## src/common/pm_misc_consts.svh

```systemverilog
// Offsets, field positions, reset values of the power/misc register bank
`ifndef PM_MISC_CONSTS_SVH
`define PM_MISC_CONSTS_SVH
`define PMX_OFFSET 8'h4A
`define PMX_WORD_ADDR 8'h48
`define PMX_RESET 16'h0000
`define MISC_OFFSET 8'hF0
`define MISC_RESET 32'h00002400
`define MISC_WR_MASK 32'h0000A41F
`define CAP_OFFSET 8'h44
`define BIT_WAKE_COLD 15
`define BIT_WAKE_D2 13
`define BIT_D2_STATE 10
`define BIT_ABORT_OFF 4
`define BIT_SPARE 3
`define BIT_LINK_GATE_OFF 2
`define BIT_BUS_GATE_OFF 1
`define BIT_KEEP_CLK 0
`define CAP_WAKE_DEFAULT 4'hC
`define STICKY_RESET 3'h3
`define RESP_OKAY 2'h0
`define RESP_SLVERR 2'h2
`endif

```

## src/common/pm_misc_pkg.sv

```systemverilog
// Types shared by the register bank modules
package pm_misc_pkg;
  typedef enum logic [1:0] {
    WR_IDLE = 2'h0,
    WR_RESP = 2'h1
  } wr_state_t;
  typedef enum logic [1:0] {
    RD_IDLE = 2'h0,
    RD_RESP = 2'h1
  } rd_state_t;
endpackage : pm_misc_pkg

```

## src/common/cfg_sticky_if.sv

```systemverilog
// Carrier for the sticky capability bits between top and holder
`timescale 1ns/1ps
`default_nettype none
interface cfg_sticky_if;
  logic wr_en;
  logic [2:0] wr_val;
  logic [2:0] cur_val;
  modport owner(input wr_en, input wr_val, output cur_val);
  modport user(output wr_en, output wr_val, input cur_val);
endinterface : cfg_sticky_if
`default_nettype wire

```

## src/pm_misc_regs.sv

```systemverilog
// AXI4-Lite bank: power-management extension and misc configuration
//
// Overview of operation
// - Extension register at 4Ah is read-only and always reads zero.
// - Power data and bridge extension fields of it both read zero.
// - Misc register at F0h resets to 00002400h; reserved bits read zero.
// - Misc bit 3 is a spare writable bit that resets to zero.
// - Misc bits 15, 13, 10 drive the capability register fields.
// - Wake-from-D2 and D2 bits reset to one; software may clear them.
// - Capability bits survive bus reset; only power-on resets them.
// - Bit 4 set returns indeterminate data instead of target abort.
// - Bit 2 set keeps the link-side clock ungated.
// - Bit 1 set keeps the bus clock ungated.
// - Bit 0 set keeps the bus clock running; clear lets it stop.
// - Capability wake field defaults 1100b; bit 13 follows wake_from_d2.
//
// Our own choice: the AXI4-Lite slave port.
`timescale 1ns/1ps
`default_nettype none
`include "pm_misc_consts.svh"
module pm_misc_regs (
  input wire logic aclk,
  input wire logic aresetn,
  input wire logic por_n,
  input wire logic [7:0] s_axi_awaddr,
  input wire logic [2:0] s_axi_awprot,
  input wire logic s_axi_awvalid,
  output logic s_axi_awready,
  input wire logic [31:0] s_axi_wdata,
  input wire logic [3:0] s_axi_wstrb,
  input wire logic s_axi_wvalid,
  output logic s_axi_wready,
  output logic [1:0] s_axi_bresp,
  output logic s_axi_bvalid,
  input wire logic s_axi_bready,
  input wire logic [7:0] s_axi_araddr,
  input wire logic [2:0] s_axi_arprot,
  input wire logic s_axi_arvalid,
  output logic s_axi_arready,
  output logic [31:0] s_axi_rdata,
  output logic [1:0] s_axi_rresp,
  output logic s_axi_rvalid,
  input wire logic s_axi_rready,
  input wire logic link_idle,
  input wire logic bus_idle,
  output logic wake_from_cold_prog,
  output logic wake_from_d2_prog,
  output logic d2_state_prog,
  output logic [3:0] cap_wake_field,
  output logic abort_suppress,
  output logic link_clk_en,
  output logic bus_clk_en,
  output logic clkrun_stop_ok
);
  pm_misc_pkg::wr_state_t wr_state_reg;
  pm_misc_pkg::rd_state_t rd_state_reg;
  logic [7:0] awaddr_reg;
  logic aw_held_reg;
  logic [31:0] wdata_reg;
  logic [3:0] wstrb_reg;
  logic w_held_reg;
  logic [4:0] ctl_reg;
  logic [31:0] misc_view;
  logic [31:0] misc_merged;
  logic wr_fire;
  logic [31:0] rdata_next;
  logic [1:0] rresp_next;

  cfg_sticky_if st();

  sticky_cap_bits u_sticky (
    .aclk(aclk),
    .por_n(por_n),
    .st(st)
  );

  clock_gate_ctl u_gate (
    .aclk(aclk),
    .aresetn(aresetn),
    .link_clock_gate_off(ctl_reg[`BIT_LINK_GATE_OFF]),
    .bus_clock_gate_off(ctl_reg[`BIT_BUS_GATE_OFF]),
    .keep_clk(ctl_reg[`BIT_KEEP_CLK]),
    .link_idle(link_idle),
    .bus_idle(bus_idle),
    .link_clk_en(link_clk_en),
    .bus_clk_en(bus_clk_en),
    .clkrun_stop_ok(clkrun_stop_ok)
  );

  // Word address of the decode, byte offsets ignored
  function automatic logic [7:0] word_of(input logic [7:0] a);
    word_of = {a[7:2], 2'h0};
  endfunction : word_of

  function automatic logic [31:0] strb_mask(input logic [3:0] s);
    strb_mask = {{8{s[3]}}, {8{s[2]}}, {8{s[1]}}, {8{s[0]}}};
  endfunction : strb_mask

  always_comb begin
    misc_view = 32'h00000000;
    misc_view[`BIT_WAKE_COLD] = st.cur_val[2];
    misc_view[`BIT_WAKE_D2] = st.cur_val[1];
    misc_view[`BIT_D2_STATE] = st.cur_val[0];
    misc_view[4:0] = ctl_reg;
  end

  // Only writable bits take the strobed data
  assign misc_merged = (misc_view & ~(strb_mask(wstrb_reg)
    & `MISC_WR_MASK)) | (wdata_reg & strb_mask(wstrb_reg)
    & `MISC_WR_MASK);

  assign s_axi_awready = (wr_state_reg == pm_misc_pkg::WR_IDLE)
    & ~aw_held_reg;
  assign s_axi_wready = (wr_state_reg == pm_misc_pkg::WR_IDLE)
    & ~w_held_reg;
  assign wr_fire = (wr_state_reg == pm_misc_pkg::WR_IDLE)
    & aw_held_reg & w_held_reg;
  assign s_axi_arready = (rd_state_reg == pm_misc_pkg::RD_IDLE);

  always_ff @(posedge aclk) begin
    if (!aresetn) begin
      aw_held_reg <= 1'b0;
      awaddr_reg <= 8'h00;
    end else if (s_axi_awvalid && s_axi_awready) begin
      aw_held_reg <= 1'b1;
      awaddr_reg <= s_axi_awaddr;
    end else if (wr_fire) begin
      aw_held_reg <= 1'b0;
    end
  end

  always_ff @(posedge aclk) begin
    if (!aresetn) begin
      w_held_reg <= 1'b0;
      wdata_reg <= 32'h00000000;
      wstrb_reg <= 4'h0;
    end else if (s_axi_wvalid && s_axi_wready) begin
      w_held_reg <= 1'b1;
      wdata_reg <= s_axi_wdata;
      wstrb_reg <= s_axi_wstrb;
    end else if (wr_fire) begin
      w_held_reg <= 1'b0;
    end
  end

  always_ff @(posedge aclk) begin
    if (!aresetn) begin
      wr_state_reg <= pm_misc_pkg::WR_IDLE;
      s_axi_bvalid <= 1'b0;
      s_axi_bresp <= `RESP_OKAY;
    end else begin
      case (wr_state_reg)
        pm_misc_pkg::WR_IDLE: begin
          if (wr_fire) begin
            wr_state_reg <= pm_misc_pkg::WR_RESP;
            s_axi_bvalid <= 1'b1;
            // Extension word and capability word are mapped, writes dropped
            if (word_of(awaddr_reg) == `MISC_OFFSET ||
                word_of(awaddr_reg) == `PMX_WORD_ADDR ||
                word_of(awaddr_reg) == `CAP_OFFSET) begin
              s_axi_bresp <= `RESP_OKAY;
            end else begin
              s_axi_bresp <= `RESP_SLVERR;
            end
          end
        end
        pm_misc_pkg::WR_RESP: begin
          if (s_axi_bready) begin
            wr_state_reg <= pm_misc_pkg::WR_IDLE;
            s_axi_bvalid <= 1'b0;
          end
        end
        default: begin
          wr_state_reg <= pm_misc_pkg::WR_IDLE;
          s_axi_bvalid <= 1'b0;
        end
      endcase
    end
  end

  // Bus-reset bits of the misc register
  always_ff @(posedge aclk) begin
    if (!aresetn) begin
      ctl_reg <= 5'(`MISC_RESET);
    end else if (wr_fire && word_of(awaddr_reg) == `MISC_OFFSET) begin
      ctl_reg <= misc_merged[4:0];
    end
  end

  assign st.wr_en = wr_fire && word_of(awaddr_reg) == `MISC_OFFSET;
  assign st.wr_val = {misc_merged[`BIT_WAKE_COLD],
    misc_merged[`BIT_WAKE_D2], misc_merged[`BIT_D2_STATE]};

  assign wake_from_cold_prog = st.cur_val[2];
  assign wake_from_d2_prog = st.cur_val[1];
  assign d2_state_prog = st.cur_val[0];
  // Only bit 13 is programmable; D3hot wake stays advertised
  assign cap_wake_field = (`CAP_WAKE_DEFAULT & 4'hB) |
    {1'b0, st.cur_val[1], 2'h0};
  assign abort_suppress = ctl_reg[`BIT_ABORT_OFF];

  always_comb begin
    rdata_next = 32'h00000000;
    rresp_next = `RESP_OKAY;
    case (word_of(s_axi_araddr))
      `MISC_OFFSET: rdata_next = misc_view;
      // Extension sits in the upper half of its word
      `PMX_WORD_ADDR: rdata_next = {`PMX_RESET, 16'h0000};
      `CAP_OFFSET: begin
        rdata_next = 32'h00000000;
        rdata_next[31] = st.cur_val[2];
        rdata_next[30:27] = cap_wake_field;
        rdata_next[26] = st.cur_val[0];
      end
      default: begin
        rresp_next = `RESP_SLVERR;
      end
    endcase
  end

  always_ff @(posedge aclk) begin
    if (!aresetn) begin
      rd_state_reg <= pm_misc_pkg::RD_IDLE;
      s_axi_rvalid <= 1'b0;
      s_axi_rdata <= 32'h00000000;
      s_axi_rresp <= `RESP_OKAY;
    end else begin
      case (rd_state_reg)
        pm_misc_pkg::RD_IDLE: begin
          if (s_axi_arvalid) begin
            rd_state_reg <= pm_misc_pkg::RD_RESP;
            s_axi_rvalid <= 1'b1;
            s_axi_rdata <= rdata_next;
            s_axi_rresp <= rresp_next;
          end
        end
        pm_misc_pkg::RD_RESP: begin
          if (s_axi_rready) begin
            rd_state_reg <= pm_misc_pkg::RD_IDLE;
            s_axi_rvalid <= 1'b0;
          end
        end
        default: begin
          rd_state_reg <= pm_misc_pkg::RD_IDLE;
          s_axi_rvalid <= 1'b0;
        end
      endcase
    end
  end

  // Prot and awaddr low bits carry no meaning here
  logic unused_ok;
  assign unused_ok = ^{s_axi_awprot, s_axi_arprot};
endmodule : pm_misc_regs
`default_nettype wire

```

## src/sticky_cap_bits.sv

```systemverilog
// Capability bits that survive bus reset, reset only at power-on
`timescale 1ns/1ps
`default_nettype none
`include "pm_misc_consts.svh"
module sticky_cap_bits (
  input wire logic aclk,
  input wire logic por_n,
  cfg_sticky_if.owner st
);
  // Order: wake_from_cold, wake_from_d2, d2_state
  logic [2:0] sticky_reg;
  always_ff @(posedge aclk) begin
    if (!por_n) begin
      sticky_reg <= `STICKY_RESET;
    end else if (st.wr_en) begin
      sticky_reg <= st.wr_val;
    end
  end
  assign st.cur_val = sticky_reg;
endmodule : sticky_cap_bits
`default_nettype wire

```

## src/clock_gate_ctl.sv

```systemverilog
// Decides whether the internal bus and link clocks may be gated
`timescale 1ns/1ps
`default_nettype none
module clock_gate_ctl (
  input wire logic aclk,
  input wire logic aresetn,
  input wire logic link_clock_gate_off,
  input wire logic bus_clock_gate_off,
  input wire logic keep_clk,
  input wire logic link_idle,
  input wire logic bus_idle,
  output logic link_clk_en,
  output logic bus_clk_en,
  output logic clkrun_stop_ok
);
  always_ff @(posedge aclk) begin
    if (!aresetn) begin
      link_clk_en <= 1'b1;
    end else begin
      link_clk_en <= link_clock_gate_off | ~link_idle;
    end
  end
  always_ff @(posedge aclk) begin
    if (!aresetn) begin
      bus_clk_en <= 1'b1;
    end else begin
      bus_clk_en <= bus_clock_gate_off | ~bus_idle;
    end
  end
  always_ff @(posedge aclk) begin
    if (!aresetn) begin
      clkrun_stop_ok <= 1'b0;
    end else begin
      clkrun_stop_ok <= ~keep_clk & bus_idle;
    end
  end
endmodule : clock_gate_ctl
`default_nettype wire

```

## config.mk

```make
export PLATFORM = sky130hd
export DESIGN_NAME = pm_misc_regs
export DESIGN_NICKNAME = d
export VERILOG_FILES = /design/src/common/pm_misc_pkg.sv /design/src/common/cfg_sticky_if.sv /design/src/pm_misc_regs.sv /design/src/sticky_cap_bits.sv /design/src/clock_gate_ctl.sv
export VERILOG_INCLUDE_DIRS = /design/src /design/src/common
export SDC_FILE = /design/constraint.sdc
export NUM_CORES = 1
export LEC_CHECK = 0
export BUFFER_PORTS_ARGS = -buffer_cell sky130_fd_sc_hd__buf_2
export CORE_ASPECT_RATIO = 0.6
export CORE_MARGIN = 2
export CORE_UTILIZATION = 38
export DETAILED_ROUTE_END_ITERATION = 12
export PLACE_DENSITY = 0.75
export SLEW_MARGIN = 20
export SYNTH_ARGS = -nofsm -noshare
export SYNTH_HDL_FRONTEND = slang
export SYNTH_HIERARCHICAL = 1
export SYNTH_SLANG_ARGS = --single-unit
```

## constraint.sdc

```tcl
create_clock -name aclk -period 1.35 [get_ports aclk]
set_input_delay 0.135 -clock aclk [delete_from_list [all_inputs] [get_ports aclk]]
set_output_delay 0.135 -clock aclk [all_outputs]
set_load 0.005 [all_outputs]
```

==> flow_summary.toml, run 1 <==
[placed_design]
dp_hpwl_um = 3151
portBuffers = 58
place_congestion = 0.7732

[worst_setup_path]
arrival_ns = 1.50
crit_chain = "and4bb_2 -> nand2_2 -> nor2_2 -> buf_6 -> mux2i_1 -> nand2_1"
max_stage_delay_ns = 0.32
cp-end-kind = "flop"
crit_required_ns = 1.53
critical_path_class = "reg2reg"
crit_path_start_kind = "flop"
cp_num_buf_inv = 1
crit_family = "simple AND/OR/NAND/NOR gates"
cpMaxStageDelayCell = "dfxtp_2"
path_max_fanout = 3

[floorplan]
die_y_um = 59.57
num_rows = 20
start_util_pct = 39.08
die_x_um = 96.62
core-area_sq_um = 5005
io_pins = 120
die_area_sq_um = 5755

[routing]
wirelength_um = 4167
first_pass_iters = 4
wl_per_cell_um = 11.64
vias_per_cell = 4.651
drt_iter0_drc = 45
drcViolationCount = 0
ant_nets = 0
vias = 1665

[flow_run]
cap_violations = 0

[timing]
rsz0062_at_grt = "true"
fmax_ghz = 0.7582
setup_violations = 0
hold_viol_final = 0
clock_skew_ns = 0.002186
min_period_ns = 1.319
maxSlewViolCount = 0
fin_crit_sh_pct = 97.70
fin_setup_tns_ns = 0

[clock_network]
cts_buffers = 5
h-tree-depth = 2
clkTransAtPathRegs_ns = 0.08
cts_buffer_depth = 2
cts_root_buf = "clkbuf_8"
holdBufCountCts = 0
clkLatencyLatePin_ns = 0.29
cts_tree = "built"
cts_sinks = 45

[pwr]
p_total_uw = 2505
cellPowerDensity_nw_per_um2 = 1065
ir_worst_vdd_mv = 0.3448
cellLeakagePower_uw = 0.001018

[synth]
avgSynthCellArea_sq_um = 8.540
mappedNetlistArea_sq_um = 1956
synthXorXnorAreaFrac_pct = 0.4479
synthCells = 229
synth_top_family_by_area = "simple AND/OR/NAND/NOR gates"
synth_fa_ha_area_share_pct = 0
yosysUniqueCellTypes = 31
synthMuxAreaShare_pct = 6.334
yosys.area_share.simple_pct = 24.12
yosysSeqAreaShare_pct = 46.07
ys_ff_latch = 45
synth-compound-area-share_pct = 9.789
ys_warn_count = 6

[layout]
final_cell_mix = "58 x buf_2, 43 x nand2_1, 43 x dfxtp_1, 27 x a21oi_1, 25 x conb_1"
antenna_cells = 0
layout_commonest_cell = "buf_2"
drive_gt1_share_pct = 29.45
area_growth_pct = 20.35
fin_nets = 359
final_core_util_pct = 47.03

[global_route]
antenna_found_initial = 0
overflow = 0
grt_pass1_vias = 1458
grt_max_degree = 35
grt.busiest_layer = "met2"
gr-usage-met3_pct = 5.425
grt_usage_pct = 14.42
grt_use_met1_pct = 18.77
met2_usage_pct = 22.42
grt_first_pass_wirelength_um = 6541

[hold_path]
hold_path.class = "in2reg"

[status]
status = "finished, final reports clean"
## metrics by stage
stage,area [sq um],hold WS (ns),instances,worst slack [ns]
after floorplan,2042,0.1969,252,0.05812
final,2354,0.01868,358,0.03106
after detailed placement,2243,0.3230,348,-0.02996
after global routing,2354,0.02405,358,-0.03409
after global placement,2243,0.3196,348,0.01516
after CTS,2344,0.009410,358,0.003265
## power breakdown
| part | internal, uW | total [uW] | switching, uW |
|---|---|---|---|
| logic | 137 | 305 | 168 |
| clock network | 368 | 786 | 418 |
| registers | 1380 | 1410 | 34.8 |
| total | 1880 | 2510 | 621 |
## layout make-up
class                      count  area, sq um
tap                           66        82.58
sequential                    45        903.4
multi-input combinational    168        898.4
timing repair buffer          67        374.1
fill                         511         2651
inverter                       4        15.01
clock buffer                   8        80.08
## layer usage
layer / part of all wire, % / vias up
li1: - / 844
met1: 50 / 784
met2: 43 / 35
met3: 6.1 / 2
met4: 0.38 / 0
met5: 0 / -
## Yosys cell counts
library cell,number,area share (%)
and4b_1,2,1.0
nand3_2,1,0.51
mux2i_1,9,4.6
dfxtp_1,45,46
and3b_1,1,0.45
or4_1,1,0.38
mux2_2,3,1.7
conb_1,2,0.38
nor2b_1,2,0.64
o21ai_0,7,1.8
a21oi_1,27,6.9
and2_1,2,0.64
nand4b_1,1,0.45
buf_2,3,0.77
nand2_1,45,8.6
nand4_2,1,0.64
nand2b_1,1,0.32
nor3_1,1,0.26
or2_2,1,0.32
and4bb_2,1,0.64
xnor2_1,1,0.45
buf_4,27,10
o22ai_1,1,0.32
nand3_1,17,4.4
nor2_1,11,2.1
clkbuf_1,5,0.96
clkinv_1,1,0.19
a211oi_1,2,0.77
nand3b_1,4,1.5
inv_1,3,0.58
nor4b_4,1,1.2
## what timing repair did
action	in CTS	in global routing
pin swaps	2	2
gates resized for setup	3	4
setup endpoints to repair	2	13
setup buffers	2	0
## path summary, 6_finish.rpt
| kind | startpoint | end | slack, ns | cells past startpoint |
|---|---|---|---|---|
| setup reg to reg | awaddr_reg[2] | u_sticky/st.cur_val[1] | 0.03 | 6 |
| hold / removal | s_axi_rready | s_axi_rvalid | 0.02 | 2 |
| hold reg to reg | s_axi_rdata[10] | s_axi_rdata[10] | 0.45 | 2 |
| setup / recovery | awaddr_reg[2] | u_sticky/st.cur_val[1] | 0.03 | 6 |
## cells by family (layout without fill, tap and decap cells)
family | count (synthesis) | in the layout
other cells | 2 | 25
compound gates | 37 | 37
simple gates | 93 | 93
xor+xnor | 1 | 1
flops | 45 | 45
buf+inv | 39 | 79
mux | 12 | 12
Note: power is estimated with default switching activity, not from simulation.
==> inputs of run 2 (changes only) <==
--- a/config.mk
+++ b/config.mk
@@ -9,11 +9,11 @@
 export BUFFER_PORTS_ARGS = -buffer_cell sky130_fd_sc_hd__buf_2
 export CORE_ASPECT_RATIO = 0.6
 export CORE_MARGIN = 2
-export CORE_UTILIZATION = 38
+export CORE_UTILIZATION = 39
 export DETAILED_ROUTE_END_ITERATION = 12
-export PLACE_DENSITY = 0.75
+export PLACE_DENSITY = 0.76
+export SETUP_SLACK_MARGIN = 0.3
 export SLEW_MARGIN = 20
 export SYNTH_ARGS = -nofsm -noshare
 export SYNTH_HDL_FRONTEND = slang
-export SYNTH_HIERARCHICAL = 1
 export SYNTH_SLANG_ARGS = --single-unit
==> constraint.sdc (replaced) <==
create_clock -name aclk -period 1.2 [get_ports aclk]
set_input_delay 0.12 -clock aclk [delete_from_list [all_inputs] [get_ports aclk]]
set_output_delay 0.12 -clock aclk [all_outputs]
set_load 0.005 [all_outputs]
==> flow_summary.toml, run 2 <==
[status]
status = "complete, but fails checks"
failed_checks = "setup timing"

[synth]
synth_most_common_cell = "nand2_1"
yosysSeqAreaShare_pct = 44.83
synthArstFlopShare_pct = 0
netlist_top_cells_count = "47 x nand2_1, 45 x dfxtp_1, 26 x buf_4, 24 x a21boi_0, 17 x nand3_1"
yosysUniqueCellTypes = 30
synth_edf_count = 0
yosys.area.top_type = "dfxtp_1"
synthCells = 226
ys_top_cells_by_area = "dfxtp_1 45%, buf_4 9.7%, a21boi_0 9.0%"
ys.flop_type = "dfxtp_1"
mappedNetlistArea_sq_um = 2009
avgSynthCellArea_sq_um = 8.891
ys_ff_latch = 45
synth_top_area_share_pct = 44.83
ys_warn_count = 0

[worst_setup_path]
arrival_ns = 1.48
crit_path_start_kind = "flop"
cp-end-kind = "flop"
crit_required_ns = 1.43
critical_path_class = "reg2reg"
path_max_fanout = 7

[floorplan]
die_area_sq_um = 5761
core-area_sq_um = 5005
io_pins = 120
die_x_um = 96.67
die_y_um = 59.60
num_rows = 20
start_util_pct = 40.15

[layout]
nFillCells = 437
layout_commonest_cell = "buf_2"
antenna_cells = 0
finalInstanceArea_sq_um = 2988
drive_gt1_share_pct = 54.49
fin_nets = 379
final_cell_mix = "51 x buf_2, 35 x nand2_1, 25 x conb_1, 24 x dfxtp_1"
final_core_util_pct = 59.70
area_growth_pct = 48.69

[placed_design]
placed_area_sq_um = 2382
dp_slack_ns = -0.05995
portBuffers = 58
dp_hpwl_um = 3010
place_congestion = 0.7475

[timing]
rsz0062_at_grt = "true"
hold_viol_final = 0
timing.hold.ws_ns = 0.009971
worstMarginPinSlew_ns = 0.5903
fmax_ghz = 0.7965
fin_crit_sh_pct = 104.6
setup_violations = 14
min_period_ns = 1.256
maxSlewViolCount = 0
clock_skew_ns = 0.01175
finalWorstSetupSlack_ns = -0.05557
relSlewSlack_pct = 60.60

[pwr]
cellPowerDensity_nw_per_um2 = 1027
cellLeakagePower_uw = 0.001320
ir_worst_vdd_mv = 0.4097

[flow_run]
cap_violations = 0

[clock_network]
clkLatencyLatePin_ns = 0.30
cts_buffers = 5
h-tree-depth = 2
cts_sinks = 45
cts_tree = "built"
clkTransAtPathRegs_ns = 0.09
cts_root_buf = "clkbuf_8"
cts_buffer_depth = 2

[routing]
wl_per_cell_um = 12.73
drcViolationCount = 0
wirelength_um = 4812
first_pass_iters = 4
vias_per_cell = 4.688
drt_iter0_drc = 29
ant_nets = 0
vias = 1772

[global_route]
grt_max_degree = 45
grt_first_pass_wirelength_um = 7238
grt_pass1_vias = 1560
grt_usage_pct = 16.06
overflow = 0
antenna_found_initial = 0

[hold_path]
hold_path.class = "in2reg"
[run 2: cell types whose count changed in the layout (fill, tap and decap cells not counted), sizes merged, moves of 6 or more]
cell,previous run,this run
a21boi,0,25
a21oi,27,2
buf,67,91
nor2,11,5
nor2b,2,8
[run 2: power by group]
group / switching, uW / internal, uW
combinational: 260 / 294
sequential: 51.0 / 1550
clock: 503 / 413
total: 814 / 2260
[run 2: cell type report]
cell class	count	area (sq um)	share of cell area (%)
clock buffer	7	76.32	2.554
clock inverter	1	7.507	0.2513
inverter	2	10.01	0.3350
multi-input combinational	166	1184	39.61
sequential	45	939.7	31.45
tap	66	82.58	2.764
timing repair buffer	91	688.2	23.03
[run 2: critical path, cell delays in order (launching register included)]
cell	delay, ns
dfxtp_2	0.32
buf_4	0.14
buf_6	0.12
nor2_4	0.14
and2_4	0.18
buf_8	0.14
nand2_2	0.05
a21boi_1	0.11
[run 2: worst paths after layout]
| kind | from | to | slack (ns) | depth (start not counted) |
|---|---|---|---|---|
| max | s_axi_bvalid | wdata_reg[15] | -0.06 | 7 |
| min | link_idle | u_gate.link_clk_en | 0.01 | 2 |
| max reg2reg | s_axi_bvalid | wdata_reg[15] | -0.06 | 7 |
| min reg2reg | s_axi_rdata[15] | s_axi_rdata[15] | 0.45 | 2 |
[run 2: metal layers]
layer  vias up  share of wire (%)  global-route usage [%]
li1        876                  -                       -
met1       848                 48                   21.66
met2        41                 46                   24.40
met3         7                4.9                   4.835
met4         0                1.4                   6.439
met5         -                  0                       0
[run 2: timing repair]
action                                  CTS  global route
hold buffers                              0             0
pin swaps                                29            13
gates cloned                              3             0
endpoints found under the hold margin     0             0
endpoints found under the setup margin   50            59
gates resized for setup                  80            34
buffers inserted                         10             7
[run 2: cell families after synthesis]
logic type,Yosys count,share of synthesized area (%)
mux,8,3.985
simple gates,93,24.91
other cells,2,0.3737
xor+xnor,1,0.4359
buf+inv,38,12.14
compound gates,39,13.32
flops,45,44.83
[run 2: stage by stage]
stage	std cells	total power [uW]	setup TNS [ns]
floorplan	249	1898	-0.009417
global placement	350	1986	-0.07015
detailed placement	350	1993	-0.1390
CTS	371	3027	-0.1294
global route	378	3197	-1.947
finish	378	3070	-0.5282
==> inputs of run 3 (changes only) <==
--- a/config.mk
+++ b/config.mk
@@ -7,11 +7,14 @@
 export NUM_CORES = 1
 export LEC_CHECK = 0
 export BUFFER_PORTS_ARGS = -buffer_cell sky130_fd_sc_hd__buf_2
+export CAP_MARGIN = 20
+export CELL_PAD_IN_SITES_DETAIL_PLACEMENT = 1
+export CELL_PAD_IN_SITES_GLOBAL_PLACEMENT = 1
 export CORE_ASPECT_RATIO = 0.6
 export CORE_MARGIN = 2
-export CORE_UTILIZATION = 39
+export CORE_UTILIZATION = 27
 export DETAILED_ROUTE_END_ITERATION = 12
-export PLACE_DENSITY = 0.76
+export PLACE_DENSITY_LB_ADDON = 0.1
 export SETUP_SLACK_MARGIN = 0.3
 export SLEW_MARGIN = 20
 export SYNTH_ARGS = -nofsm -noshare
==> flow_summary.toml, run 3 (synthesis gave the netlist of run 2 again) <==
[routing]
vias_per_cell = 4.212
wirelength_um = 5891
vias = 1790
drcViolationCount = 0
ant_nets = 0
first_pass_iters = 4
wl_per_cell_um = 13.86
drt_iter0_drc = 44

[clock_network]
clkTransAtPathRegs_ns = 0.06
cts_root_buf = "clkbuf_16"
cts_tree = "built"
cts_buffer_depth = 2
cts_sinks = 45
h-tree-depth = 2
holdBufCountCts = 0
cts_buffers = 5
clkLatencyLatePin_ns = 0.29

[floorplan]
num_rows = 24
core-area_sq_um = 7237
die_x_um = 115.4
die_y_um = 70.83
die_area_sq_um = 8171
start_util_pct = 27.77
io_pins = 120

[placed_design]
placed_cells = 393
dp_hpwl_um = 3808
place_congestion = 0.6664
dp_slack_ns = -0.09345
portBuffers = 58

[pwr]
cellPowerDensity_nw_per_um2 = 1118
cellLeakagePower_uw = 0.001432
ir_worst_vdd_mv = 0.4243
p_total_uw = 3700

[worst_setup_path]
cp-end-kind = "flop"
crit_required_ns = 1.38
arrival_ns = 1.44
path_max_fanout = 3
rr_worst_depth = 5
reg2reg_slack_ns = -0.06
r2r_start = "awaddr_reg[3]"
crit_path_start_kind = "flop"
critPathLaunch = "awaddr_reg[3]"
critical_path_class = "reg2reg"

[global_route]
grt_usage_pct = 14.81
antenna_found_initial = 0
grt_pass1_vias = 1767
grt_max_degree = 26
overflow = 0
grt_first_pass_wirelength_um = 9135

[layout]
final_core_util_pct = 45.75
final_cells = 425
drive_gt1_share_pct = 55.45
final_cell_mix = "52 x buf_2, 33 x nand2_1, 30 x dfxtp_1, 26 x buf_6, 25 x conb_1"
antenna_cells = 0
layout_commonest_cell = "buf_2"
area_growth_pct = 64.76
fin_nets = 388
regArea_sq_um = 934.6
multi_input_area_sq_um = 1244
nFillCells = 823

[timing]
timing.hold.ws_ns = 0.03276
min_period_ns = 1.263
rsz0062_at_grt = "true"
fmax_ghz = 0.7920
setup_violations = 6
maxSlewViolCount = 0
fin_crit_sh_pct = 105.2
clock_skew_ns = 0.004405
finalWorstSetupSlack_ns = -0.06261
hold_viol_final = 0

[status]
status = "complete, but fails checks"
failed_checks = "setup timing"

[flow_run]
cap_violations = 0

[hold_path]
hold_path.class = "in2reg"
run 3: report_power, final:
part           internal, uW  switching (uW)  leakage (uW)  total (uW)
Sequential             1550            54.0      0.000373        1600
Combinational           384             307      0.000988         691
Clock                   832             574     0.0000712        1410
Total                  2770             935       0.00143        3700
run 3: final cells by class:
class / count / share of cell area, %
Timing Repair Buffer: 100 / 25.55
Clock buffer: 8 / 4.422
Multi-Input combinational cell: 166 / 37.57
Inverter: 2 / 0.3023
Sequential cell: 45 / 28.23
Tap cell: 104 / 3.930
run 3: how the worst min path moves through the flow:
stage | depth (start not counted) | endpoint | start | slack (ns)
floorplan | 1 | flop | por_n | 0.19
global placement | 2 | u_gate.link_clk_en | link_idle | 0.32
detailed placement | 2 | u_gate.link_clk_en | link_idle | 0.32
CTS | 2 | u_gate.link_clk_en | link_idle | 0.02
global route | 2 | u_gate.link_clk_en | link_idle | 0.02
finish | 2 | u_gate.link_clk_en | link_idle | 0.03
run 3: routing by layer:
layer  track usage, %  part of all wire [%]
met4            3.614                  0.95
met1            21.30                    53
met5                0                     0
met2            21.77                    42
met3            4.370                   4.5
run 3: repair_timing:
action                                  CTS  global route
pin swaps                                18            23
gates resized for setup                  89            36
gates cloned                              3             0
setup buffers                            15             6
endpoints found under the setup margin   50            51
run 3: critical path: stages (launching register included):
cell	delay, ns
dfxtp_2	0.32
nand4b_4	0.18
nor4_4	0.22
buf_4	0.17
mux2i_1	0.19
nand2_1	0.06
run 3: stage by stage:
step | area, sq um | TNS (ns)
after floorplan | 2148 | -0.009417
after global placement | 2492 | -0.5254
after detailed placement | 2492 | -0.9655
after CTS | 3100 | -0.1763
after global routing | 3311 | -1.555
final | 3311 | -0.1613
